===== src/core/stl_pkg.sv =====
// Package for the stop trip latch logic: modes and reset values.
// Assumes one clock domain; all inputs are plain level signals.
package stl_pkg;

    // Stop behaviour setting for each of the three stop sources.
    typedef enum logic {
        STL_UNLATCHED = 1'b0,
        STL_LATCHED = 1'b1
    } stl_mode_t;

    // Value of every trip flag after reset.
    localparam logic STL_TRIP_RST = 1'b0;
    // Value of the run command after reset.
    localparam logic STL_RUN_RST = 1'b0;
    // Value of the dropout notice after reset.
    localparam logic STL_NOTICE_RST = 1'b0;
    // Depth of the input synchronisers.
    localparam int STL_SYNC_DEPTH = 2;
    // Synchroniser value after reset, one bit per pin, from the top: start
    // request, process contact, reset key, stop key, contactor B and A.
    // Contactors and the process contact rest closed, so leaving reset
    // never looks like a dropout or a contact opening.
    localparam logic [5:0] STL_SYNC_RST = 6'h13;

endpackage


===== src/core/stl_stop_trip_latch.sv =====
// Stop trip latch: turns stop sources into trips, run command and notices.
// Assumes pin inputs are asynchronous and settings come from this domain.
//
// Function
// - Three stop sources, each latched or unlatched.
// - Unlatched dropout only raises the dropout notice.
// - Latched dropout raises an emergency stop trip.
// - Emergency trip blocks starting until reset.
// - Latched panel stop key trips; reset clears.
// - Latched process contact opening trips; reset clears.
// - Held start restarts at once upon reset.
`timescale 1ns/10ps
module stl_stop_trip_latch (
    input wire logic mclk_in, // System clock, 250 MHz.
    input wire logic rst_in, // Synchronous reset, active high.
    input wire stl_pkg::stl_mode_t contactor_stop_mode_in, // Dropout mode.
    input wire stl_pkg::stl_mode_t front_panel_key_stop_mode_in, // Key mode.
    input wire stl_pkg::stl_mode_t process_stop_mode_in, // Contact mode.
    input wire logic contactor_a_closed_in, // Contactor A status pin.
    input wire logic contactor_b_closed_in, // Contactor B status pin.
    input wire logic stop_key_in, // Panel stop key, high when pressed.
    input wire logic reset_key_in, // Reset key, high when pressed.
    input wire logic process_contact_closed_in, // Stop contact, high closed.
    input wire logic start_req_in, // Start request, high while held.
    output logic run_out, // Start drive, high to run the motor.
    output logic stop_cmd_out, // Stop drive, high while stopped.
    output logic dropout_notice_out, // External stop notice.
    output logic emergency_trip_out, // Contactor dropout trip.
    output logic key_trip_out, // Latched panel stop trip.
    output logic process_trip_out // Latched process stop trip.
);
    import stl_pkg::*;

    // Number of synchronised pin inputs.
    localparam int NIN = 6;

    // Raw pin vector and its synchronised copy, taken from the second stage.
    logic [NIN-1:0] pins_raw;
    logic [NIN-1:0] sync_q;

    assign pins_raw = {start_req_in, process_contact_closed_in,
                       reset_key_in, stop_key_in,
                       contactor_b_closed_in, contactor_a_closed_in};

    // Two flip-flops per pin; only the second stage is read by logic.
    genvar gi;
    generate
        for (gi = 0; gi < NIN; gi++) begin : g_sync
            logic s1_ff;
            logic s2_ff;
            // Synchroniser chain for one pin. It resets to the pin's rest
            // level, so a closed contact does not read open after reset.
            always_ff @(posedge mclk_in) begin
                if (rst_in) begin
                    s1_ff <= STL_SYNC_RST[gi];
                    s2_ff <= STL_SYNC_RST[gi];
                end else begin
                    s1_ff <= pins_raw[gi];
                    s2_ff <= s1_ff;
                end
            end
            assign sync_q[gi] = s2_ff;
        end
    endgenerate

    // Named views of the synchronised pins.
    wire ca_s = sync_q[0];
    wire cb_s = sync_q[1];
    wire stop_s = sync_q[2];
    wire rst_key_s = sync_q[3];
    wire proc_s = sync_q[4];
    wire start_s = sync_q[5];

    // State registers.
    logic run_ff;
    logic notice_ff;
    logic etrip_ff;
    logic ktrip_ff;
    logic ptrip_ff;

    // Contactor dropout while running means the stop came from outside.
    wire ext_stop = run_ff & ~(ca_s & cb_s);
    // Stop sources as seen this cycle.
    wire key_stop = stop_s;
    wire proc_stop = ~proc_s;
    // Mode decodes, one per source, high when the source is latched.
    wire cm_lat = (contactor_stop_mode_in == STL_LATCHED);
    wire km_lat = (front_panel_key_stop_mode_in == STL_LATCHED);
    wire pm_lat = (process_stop_mode_in == STL_LATCHED);
    // Latched events raise trips; the mode decides per source.
    wire set_etrip = ext_stop & cm_lat;
    wire set_ktrip = key_stop & km_lat;
    wire set_ptrip = proc_stop & pm_lat;
    wire set_notice = ext_stop & ~cm_lat;

    // Next trip values: a new event wins over the reset key.
    wire nxt_etrip = set_etrip | (etrip_ff & ~rst_key_s);
    wire nxt_ktrip = set_ktrip | (ktrip_ff & ~rst_key_s);
    wire nxt_ptrip = set_ptrip | (ptrip_ff & ~rst_key_s);
    wire any_trip = nxt_etrip | nxt_ktrip | nxt_ptrip;
    // Any stop this cycle, latched or not, stops the motor.
    wire any_stop = ext_stop | key_stop | proc_stop;
    // A held start runs as soon as no trip remains after reset.
    wire nxt_run = start_s & ~any_trip & ~any_stop
                   | run_ff & ~any_trip & ~any_stop;
    // Notice clears on reset key or a fresh start.
    wire nxt_notice = set_notice | (notice_ff & ~rst_key_s & ~nxt_run);

    // Trip and run state registers.
    always_ff @(posedge mclk_in) begin
        if (rst_in) begin
            run_ff <= STL_RUN_RST;
            notice_ff <= STL_NOTICE_RST;
            etrip_ff <= STL_TRIP_RST;
            ktrip_ff <= STL_TRIP_RST;
            ptrip_ff <= STL_TRIP_RST;
        end else begin
            run_ff <= nxt_run;
            notice_ff <= nxt_notice;
            etrip_ff <= nxt_etrip;
            ktrip_ff <= nxt_ktrip;
            ptrip_ff <= nxt_ptrip;
        end
    end

    // Outputs come straight from the state registers.
    assign run_out = run_ff;
    assign stop_cmd_out = ~run_ff;
    assign dropout_notice_out = notice_ff;
    assign emergency_trip_out = etrip_ff;
    assign key_trip_out = ktrip_ff;
    assign process_trip_out = ptrip_ff;

    // Checks on the trip and run behaviour.
    property p_trip_blocks_run;
        @(posedge mclk_in) disable iff (rst_in)
        (etrip_ff | ktrip_ff | ptrip_ff) |-> !run_ff;
    endproperty
    a_trip_blocks_run: assert property (p_trip_blocks_run)
        else $error("Motor runs while a trip is set.");

    property p_latched_dropout_trips;
        @(posedge mclk_in) disable iff (rst_in)
        (run_ff && !(ca_s && cb_s)
         && contactor_stop_mode_in == STL_LATCHED) |=> etrip_ff;
    endproperty
    a_latched_dropout_trips: assert property
        (p_latched_dropout_trips)
        else $error("Latched dropout did not trip.");

    property p_unlatched_dropout_notice;
        @(posedge mclk_in) disable iff (rst_in)
        (run_ff && !(ca_s && cb_s)
         && contactor_stop_mode_in == STL_UNLATCHED)
        |=> notice_ff && !run_ff && !$rose(etrip_ff);
    endproperty
    a_unlatched_dropout_notice: assert property
        (p_unlatched_dropout_notice)
        else $error("Unlatched dropout handled wrongly.");

    property p_key_trip;
        @(posedge mclk_in) disable iff (rst_in)
        (stop_s && front_panel_key_stop_mode_in == STL_LATCHED)
        |=> ktrip_ff && !run_ff;
    endproperty
    a_key_trip: assert property (p_key_trip)
        else $error("Latched key stop did not trip.");

    property p_process_trip;
        @(posedge mclk_in) disable iff (rst_in)
        (!proc_s && process_stop_mode_in == STL_LATCHED) |=> ptrip_ff;
    endproperty
    a_process_trip: assert property (p_process_trip)
        else $error("Process contact opening did not trip.");

    property p_held_start_restarts;
        @(posedge mclk_in) disable iff (rst_in)
        (ktrip_ff && rst_key_s && start_s && !stop_s && proc_s
         && !etrip_ff && !ptrip_ff) |=> run_ff;
    endproperty
    a_held_start_restarts: assert property (p_held_start_restarts)
        else $error("Held start did not restart on reset.");

    property p_unlatched_key_no_trip;
        @(posedge mclk_in) disable iff (rst_in)
        (stop_s && front_panel_key_stop_mode_in == STL_UNLATCHED
         && !ktrip_ff) |=> !ktrip_ff && !run_ff;
    endproperty
    a_unlatched_key_no_trip: assert property
        (p_unlatched_key_no_trip)
        else $error("Unlatched key stop set a trip.");

    property p_trip_holds;
        @(posedge mclk_in) disable iff (rst_in)
        (etrip_ff && !rst_key_s) |=> etrip_ff;
    endproperty
    a_trip_holds: assert property (p_trip_holds)
        else $error("Trip cleared without reset key.");

    // A dropout seen while stopped must never raise the emergency trip.
    property p_dropout_needs_run;
        @(posedge mclk_in) disable iff (rst_in)
        (!run_ff && !etrip_ff) |=> !etrip_ff;
    endproperty
    a_dropout_needs_run: assert property (p_dropout_needs_run)
        else $error("Dropout trip without running motor.");

    // An unlatched process stop stops the motor and leaves no trip.
    property p_unlatched_proc_no_trip;
        @(posedge mclk_in) disable iff (rst_in)
        (!proc_s && process_stop_mode_in == STL_UNLATCHED
         && !ptrip_ff) |=> !ptrip_ff && !run_ff;
    endproperty
    a_unlatched_proc_no_trip: assert property
        (p_unlatched_proc_no_trip)
        else $error("Unlatched process stop set a trip.");

    // The key trip stays set until the reset key is seen.
    property p_key_trip_holds;
        @(posedge mclk_in) disable iff (rst_in)
        (ktrip_ff && !rst_key_s) |=> ktrip_ff;
    endproperty
    a_key_trip_holds: assert property (p_key_trip_holds)
        else $error("Key trip cleared without reset key.");

    // The process trip stays set until the reset key is seen.
    property p_process_trip_holds;
        @(posedge mclk_in) disable iff (rst_in)
        (ptrip_ff && !rst_key_s) |=> ptrip_ff;
    endproperty
    a_process_trip_holds: assert property (p_process_trip_holds)
        else $error("Process trip cleared without reset key.");

    // A latched dropout setting never raises the dropout notice.
    property p_latched_no_notice;
        @(posedge mclk_in) disable iff (rst_in)
        (contactor_stop_mode_in == STL_LATCHED) |=> !$rose(notice_ff);
    endproperty
    a_latched_no_notice: assert property (p_latched_no_notice)
        else $error("Latched dropout raised the notice.");

endmodule


===== config.mk =====
export PLATFORM = sky130hd
export DESIGN_NAME = stl_stop_trip_latch
export DESIGN_NICKNAME = d
export VERILOG_FILES = /design/src/core/stl_pkg.sv /design/src/core/stl_stop_trip_latch.sv
export SDC_FILE = /design/constraint.sdc
export NUM_CORES = 1
export LEC_CHECK = 0
export BUFFER_PORTS_ARGS = -buffer_cell sky130_fd_sc_hd__buf_4
export CORE_AREA = 5 5 42 44
export DETAILED_ROUTE_END_ITERATION = 10
export DIE_AREA = 0 0 47 49
export PLACE_DENSITY_LB_ADDON = 0.2
export SLEW_MARGIN = 10
export SYNTH_ARGS = -nofsm -noshare
export SYNTH_HDL_FRONTEND = slang
export SYNTH_SLANG_ARGS = --single-unit

===== constraint.sdc =====
create_clock -name mclk_in -period 1.3 [get_ports mclk_in]
set_input_delay 0.13 -clock mclk_in [delete_from_list [all_inputs] [get_ports mclk_in]]
set_output_delay 0.13 -clock mclk_in [all_outputs]
set_load 0.1 [all_outputs]

Yosys cells after proc, flatten, opt, wreduce, memory -nomap -nowiden
Index checks and enable logic that the tools add are counted.
- multiply operators: 0
- shift-type cells: 0
- reductions and logical operators: 0
- bitwise operators: 32
- $lt $le $gt $ge: 0
- mux-type cells: 0
- eq/ne operators: 0
- div/mod/pow operators: 0
- add/sub/neg operators: 0
- operators by type and width (kind ; count):
    1-bit bitwise AND ; 15
    1-bit OR ; 9
    1-bit NOT ; 8
- memory bits (writable): 0
- memories kept: 0
- latch bits: 0
- bits in registers: 17
- output and inout port bits: 6
- bits of input ports: 11
- bits in read-only memories: 0
- word-level logic and storage cells: 49

Depth between registers and ports, before layout
- depth after elaboration: 14
- mapped depth: 3
- depth with buffers taken out: 3

Worst setup path before layout
No wires, ideal clock.
- kind: flip-flop to output port
- from: register run_ff, in the netlist run_out
- to: output stop_cmd_out
- stages on the path, launching flop included: 2
- data arrival time: 1.657 ns
- path buffers: 0
- required time: 1.170 ns
- setup slack: -0.487 ns
- cells stage by stage: dfxtp_1 -> inv_1
- cells in the longest elaborated chain, start to end: 1
- RTL lines (item ; line ; source):
    from (decl) ; stl_stop_trip_latch.sv:75 ; logic run_ff;
    from (signal assigned) ; stl_stop_trip_latch.sv:118 ; run_ff <= nxt_run;
    1-bit NOT ; stl_stop_trip_latch.sv:128 ; assign stop_cmd_out = ~run_ff;
    to (decl) ; stl_stop_trip_latch.sv:26 ; output logic stop_cmd_out,
No other way between the ends.

Worst setup path in the final report
- from: register run_ff, in the netlist run_out
- to: register notice_ff, in the netlist dropout_notice_out
- cells in the longest elaborated chain, start to end: 12
- elaborated cells on any way between the ends: 18
- classes of those cells: bitwise (18)
- RTL lines (item ; line ; source):
    1-bit bitwise AND ; stl_stop_trip_latch.sv:82 ; wire ext_stop = run_ff & ~(ca_s & cb_s);
    1-bit bitwise AND ; stl_stop_trip_latch.sv:91 ; wire set_etrip = ext_stop & cm_lat;
    1-bit OR ; stl_stop_trip_latch.sv:97 ; wire nxt_etrip = set_etrip | (etrip_ff & ~rst_key_s);
    1-bit OR (2 in series) ; stl_stop_trip_latch.sv:100 ; wire any_trip = nxt_etrip | nxt_ktrip | nxt_ptrip;
    1-bit NOT ; stl_stop_trip_latch.sv:104, stl_stop_trip_latch.sv:105 ;
    1-bit bitwise AND, on equally long branches (2 in series) ; stl_stop_trip_latch.sv:104, stl_stop_trip_latch.sv:105 ;
    1-bit OR ; stl_stop_trip_latch.sv:105 ; | run_ff & ~any_trip & ~any_stop;
    1-bit NOT ; stl_stop_trip_latch.sv:107 ; wire nxt_notice = set_notice | (notice_ff & ~rst_key_s & ~nxt_run);
    1-bit bitwise AND ; stl_stop_trip_latch.sv:107 ;
    1-bit OR (*) ; stl_stop_trip_latch.sv:107 ;
    to (signal assigned) ; stl_stop_trip_latch.sv:119 ; notice_ff <= nxt_notice;
    to (decl) ; stl_stop_trip_latch.sv:76 ; logic notice_ff;
Every way passes the cells marked *; elsewhere a longest branch is shown, timed or not.
A chain may end at the register's enable or synchronous reset.

==> results.py <==
metrics = {
    "status": {
        "status": "completed",
    },
    "synth": {
        "syn_inst": 49,
        "avgSynthCellArea_um2": 11.2,
        "synth_top_area_frac": 0.622,
        "synth_seq_cells": 17,
        "ys.flop_type": "dfxtp_1",
        "synth.most_common_cell": "dfxtp_1",
        "synth_fp_nets": 60,
        "synth_common_cells": "dfxtp_1 (17), inv_1 (6), nor2b_1 (6), or2_2 (6)",
        "synth_area_um2": 547,
        "ys_async_sr_fraction": 0,
        "ys_types": 18,
        "ys_seq_area_frac": 0.622,
        "yosys-top-cells-area": "dfxtp_1 (62%), nor2b_1 (6.9%), or2_2 (6.9%)",
        "synth_top_cell_by_area": "dfxtp_1",
        "synth_edf_count": 0,
        "yosysWarnings": 0,
    },
    "sta": {
        "setup_tns_ps": 0,
        "worst_slack_ps": 129,
        "whs_ps": 28.6,
        "tightest_slew_ps": 279,
        "period_needed_ps": 1170,
        "maxSlewViolCount": 0,
        "period_share": 0.901,
        "skew_ps": 4.97,
        "rsz0062_at_grt": "false",
        "hold_viol": 0,
        "slew_headroom": 0.815,
        "fmax_mhz": 854,
        "setup_viol": 0,
    },
    "routing": {
        "drtIter0Drc": 1,
        "vias": 382,
        "ant_nets": 0,
        "wire_per_inst_um": 10.4,
        "vias_per_cell": 4.55,
        "drc": 0,
        "wl_um": 876,
        "dr.pass1.iters": 3,
    },
    "placed_design": {
        "gp_congestion": 0.803,
        "dp_slack_ps": 149,
        "place_hpwl_um": 695,
        "io_buffers": 16,
    },
    "critical_path": {
        "reg2reg_depth": 3,
        "required_ps": 1480,
        "critPathLaunchType": "flip-flop",
        "cp.arrival_ps": 1350,
        "reg2reg_to": "dropout_notice_out$_SDFF_PP0_",
        "path_max_fanout": 4,
        "path_cells": "a21boi_4 > a221o_1 > o311a_1",
        "max_stage_delay_ps": 360,
        "critical_path.slowest_cell": "dfxtp_4",
        "cp-end-kind": "flip-flop",
        "r2r_start": "run_out$_SDFF_PP0_",
        "criticalPathCategory": "reg2reg",
        "rrSetupSlack_ps": 130,
    },
    "min_path": {
        "hold_end": "g_sync[4].s1_ff$_SDFF_PP1_",
        "hold_path_depth": 2,
        "hold_class": "in2reg",
        "holdCritStartpoint": "process_contact_closed_in",
    },
    "floorplanning": {
        "start_util": 0.390,
        "die_w_um": 47,
        "chipHeight_um": 49,
        "ios": 17,
        "coreArea_um2": 1400,
        "row_count": 14,
        "die_area_um2": 2300,
    },
    "global_routing": {
        "grt_pass1_wl_um": 1400,
        "grt.overflow.total": 0,
        "antenna_found_initial": 0,
        "gr-usage-all-layers": 0.0901,
        "grt_max_degree": 17,
        "grt_pass1_vias": 354,
    },
    "power_and_ir_drop": {
        "ir_drop_uv": 482,
        "p_per_area_nw_per_um2": 1270,
        "p_leak_nw": 0.314,
    },
    "layout": {
        "drive_gt1_frac": 0.471,
        "utilization": 0.513,
        "diodes": 0,
        "nets": 80,
        "areaGrowthSynthToFinish_pct": 31.4,
    },
    "cts": {
        "root_buffer": "clkbuf_4",
        "clockBufferDepth": 2,
        "post_cts.repair.setup_buffers": 0,
        "cts_tree": "yes",
        "insertion_delay_ps": 280,
        "clk_pin_slew_ps": 90,
        "post_cts_resized": 0,
        "cts_hold_buf": 0,
        "numCtsBuffers": 3,
        "cts_max_level": 1,
        "cts.sink_count": 17,
    },
    "job": {
        "max-cap-violations": 0,
    },
}
-- critical path: cells and delay by family, from the launching register on --
kind	cells	cell delay, ps
AOI/OAI and AO/OA	3	710
DFF	1	360
-- per-stage QoR --
stage	instance area, um^2	cells	power [mW]
detailed placement	692	80	0.666
CTS	718	84	0.934
global route	718	84	0.961
global placement	692	80	0.664
floorplan	556	49	0.626
finish	718	84	0.915
-- per-layer routing --
metal | GRT usage | vias to the layer above | part of all wire
li1 | - | 197 | -
met1 | 0.0923 | 166 | 0.37
met2 | 0.131 | 16 | 0.50
met3 | 0.0369 | 3 | 0.10
met4 | 0.0829 | 0 | 0.033
met5 | 0 | - | 0
-- registers in the layout (all words and copies together) (netlist names) --
name and cells:
g_sync.s1_ff 6, key_trip_out 1, dropout_notice_out 1, run_out 1, process_trip_out 1, g_sync.s2_ff 4, ca_s 1, cb_s 1
emergency_trip_out 1
-- worst max path at each step --
stage	start	depth (start not counted)	endpoint
5_1_grt	run_out$_SDFF_PP0_	3	dropout_notice_out$_SDFF_PP0_
3_3_place_gp	run_out$_SDFF_PP0_	3	dropout_notice_out$_SDFF_PP0_
3_5_place_dp	run_out$_SDFF_PP0_	3	dropout_notice_out$_SDFF_PP0_
4_1_cts	run_out$_SDFF_PP0_	3	dropout_notice_out$_SDFF_PP0_
2_1_floorplan	run_out$_SDFF_PP0_	3	dropout_notice_out$_SDFF_PP0_
6_report	run_out$_SDFF_PP0_	3	dropout_notice_out$_SDFF_PP0_
-- final cells by class --
type / count / area, um^2
Tap cell: 16 / 20.0
Fill cell: 130 / 683
Inverter: 6 / 22.5
Multi-Input combinational cell: 25 / 180
Timing Repair Buffer: 16 / 120
Clock buffer: 4 / 26.3
Sequential cell: 17 / 349
-- placed cells by master, fill, tap and decap left out --
| cell type | netlist | layout |
|---|---|---|
| clkbuf_4 | 0 | 3 |
| dfxtp_1 | 17 | 12 |
| a221o_1 | 1 | 1 |
| o2111ai_1 | 1 | 1 |
| a21boi_4 | 1 | 1 |
| a22o_1 | 1 | 1 |
| and2_1 | 1 | 1 |
| buf_4 | 0 | 16 |
| a22o_2 | 1 | 1 |
| dfxtp_4 | 0 | 1 |
| a21oi_1 | 1 | 1 |
| o311a_1 | 1 | 1 |
| nand2b_1 | 1 | 1 |
| nor4_1 | 1 | 1 |
| a22oi_1 | 1 | 1 |
| inv_1 | 6 | 6 |
| nor2_1 | 1 | 1 |
| dfxtp_2 | 0 | 4 |
| or2_2 | 6 | 6 |
| clkbuf_1 | 1 | 1 |
| nor2b_1 | 6 | 6 |
| nand2_1 | 1 | 1 |
-- kinds of logic (layout without fill, tap and decap cells) --
group | count (synthesis) | after routing | synth area share
flops | 17 | 17 | 0.622
simple gates | 17 | 17 | 0.185
compound gates | 8 | 8 | 0.144
buf+inv | 7 | 26 | 0.0480
-- report_power, final --
part           internal, mW  switching (mW)
Clock                 0.119           0.144
Combinational        0.0431          0.0596
Sequential            0.541         0.00850
Total                 0.703           0.213
(Power assumes the default switching activity.)
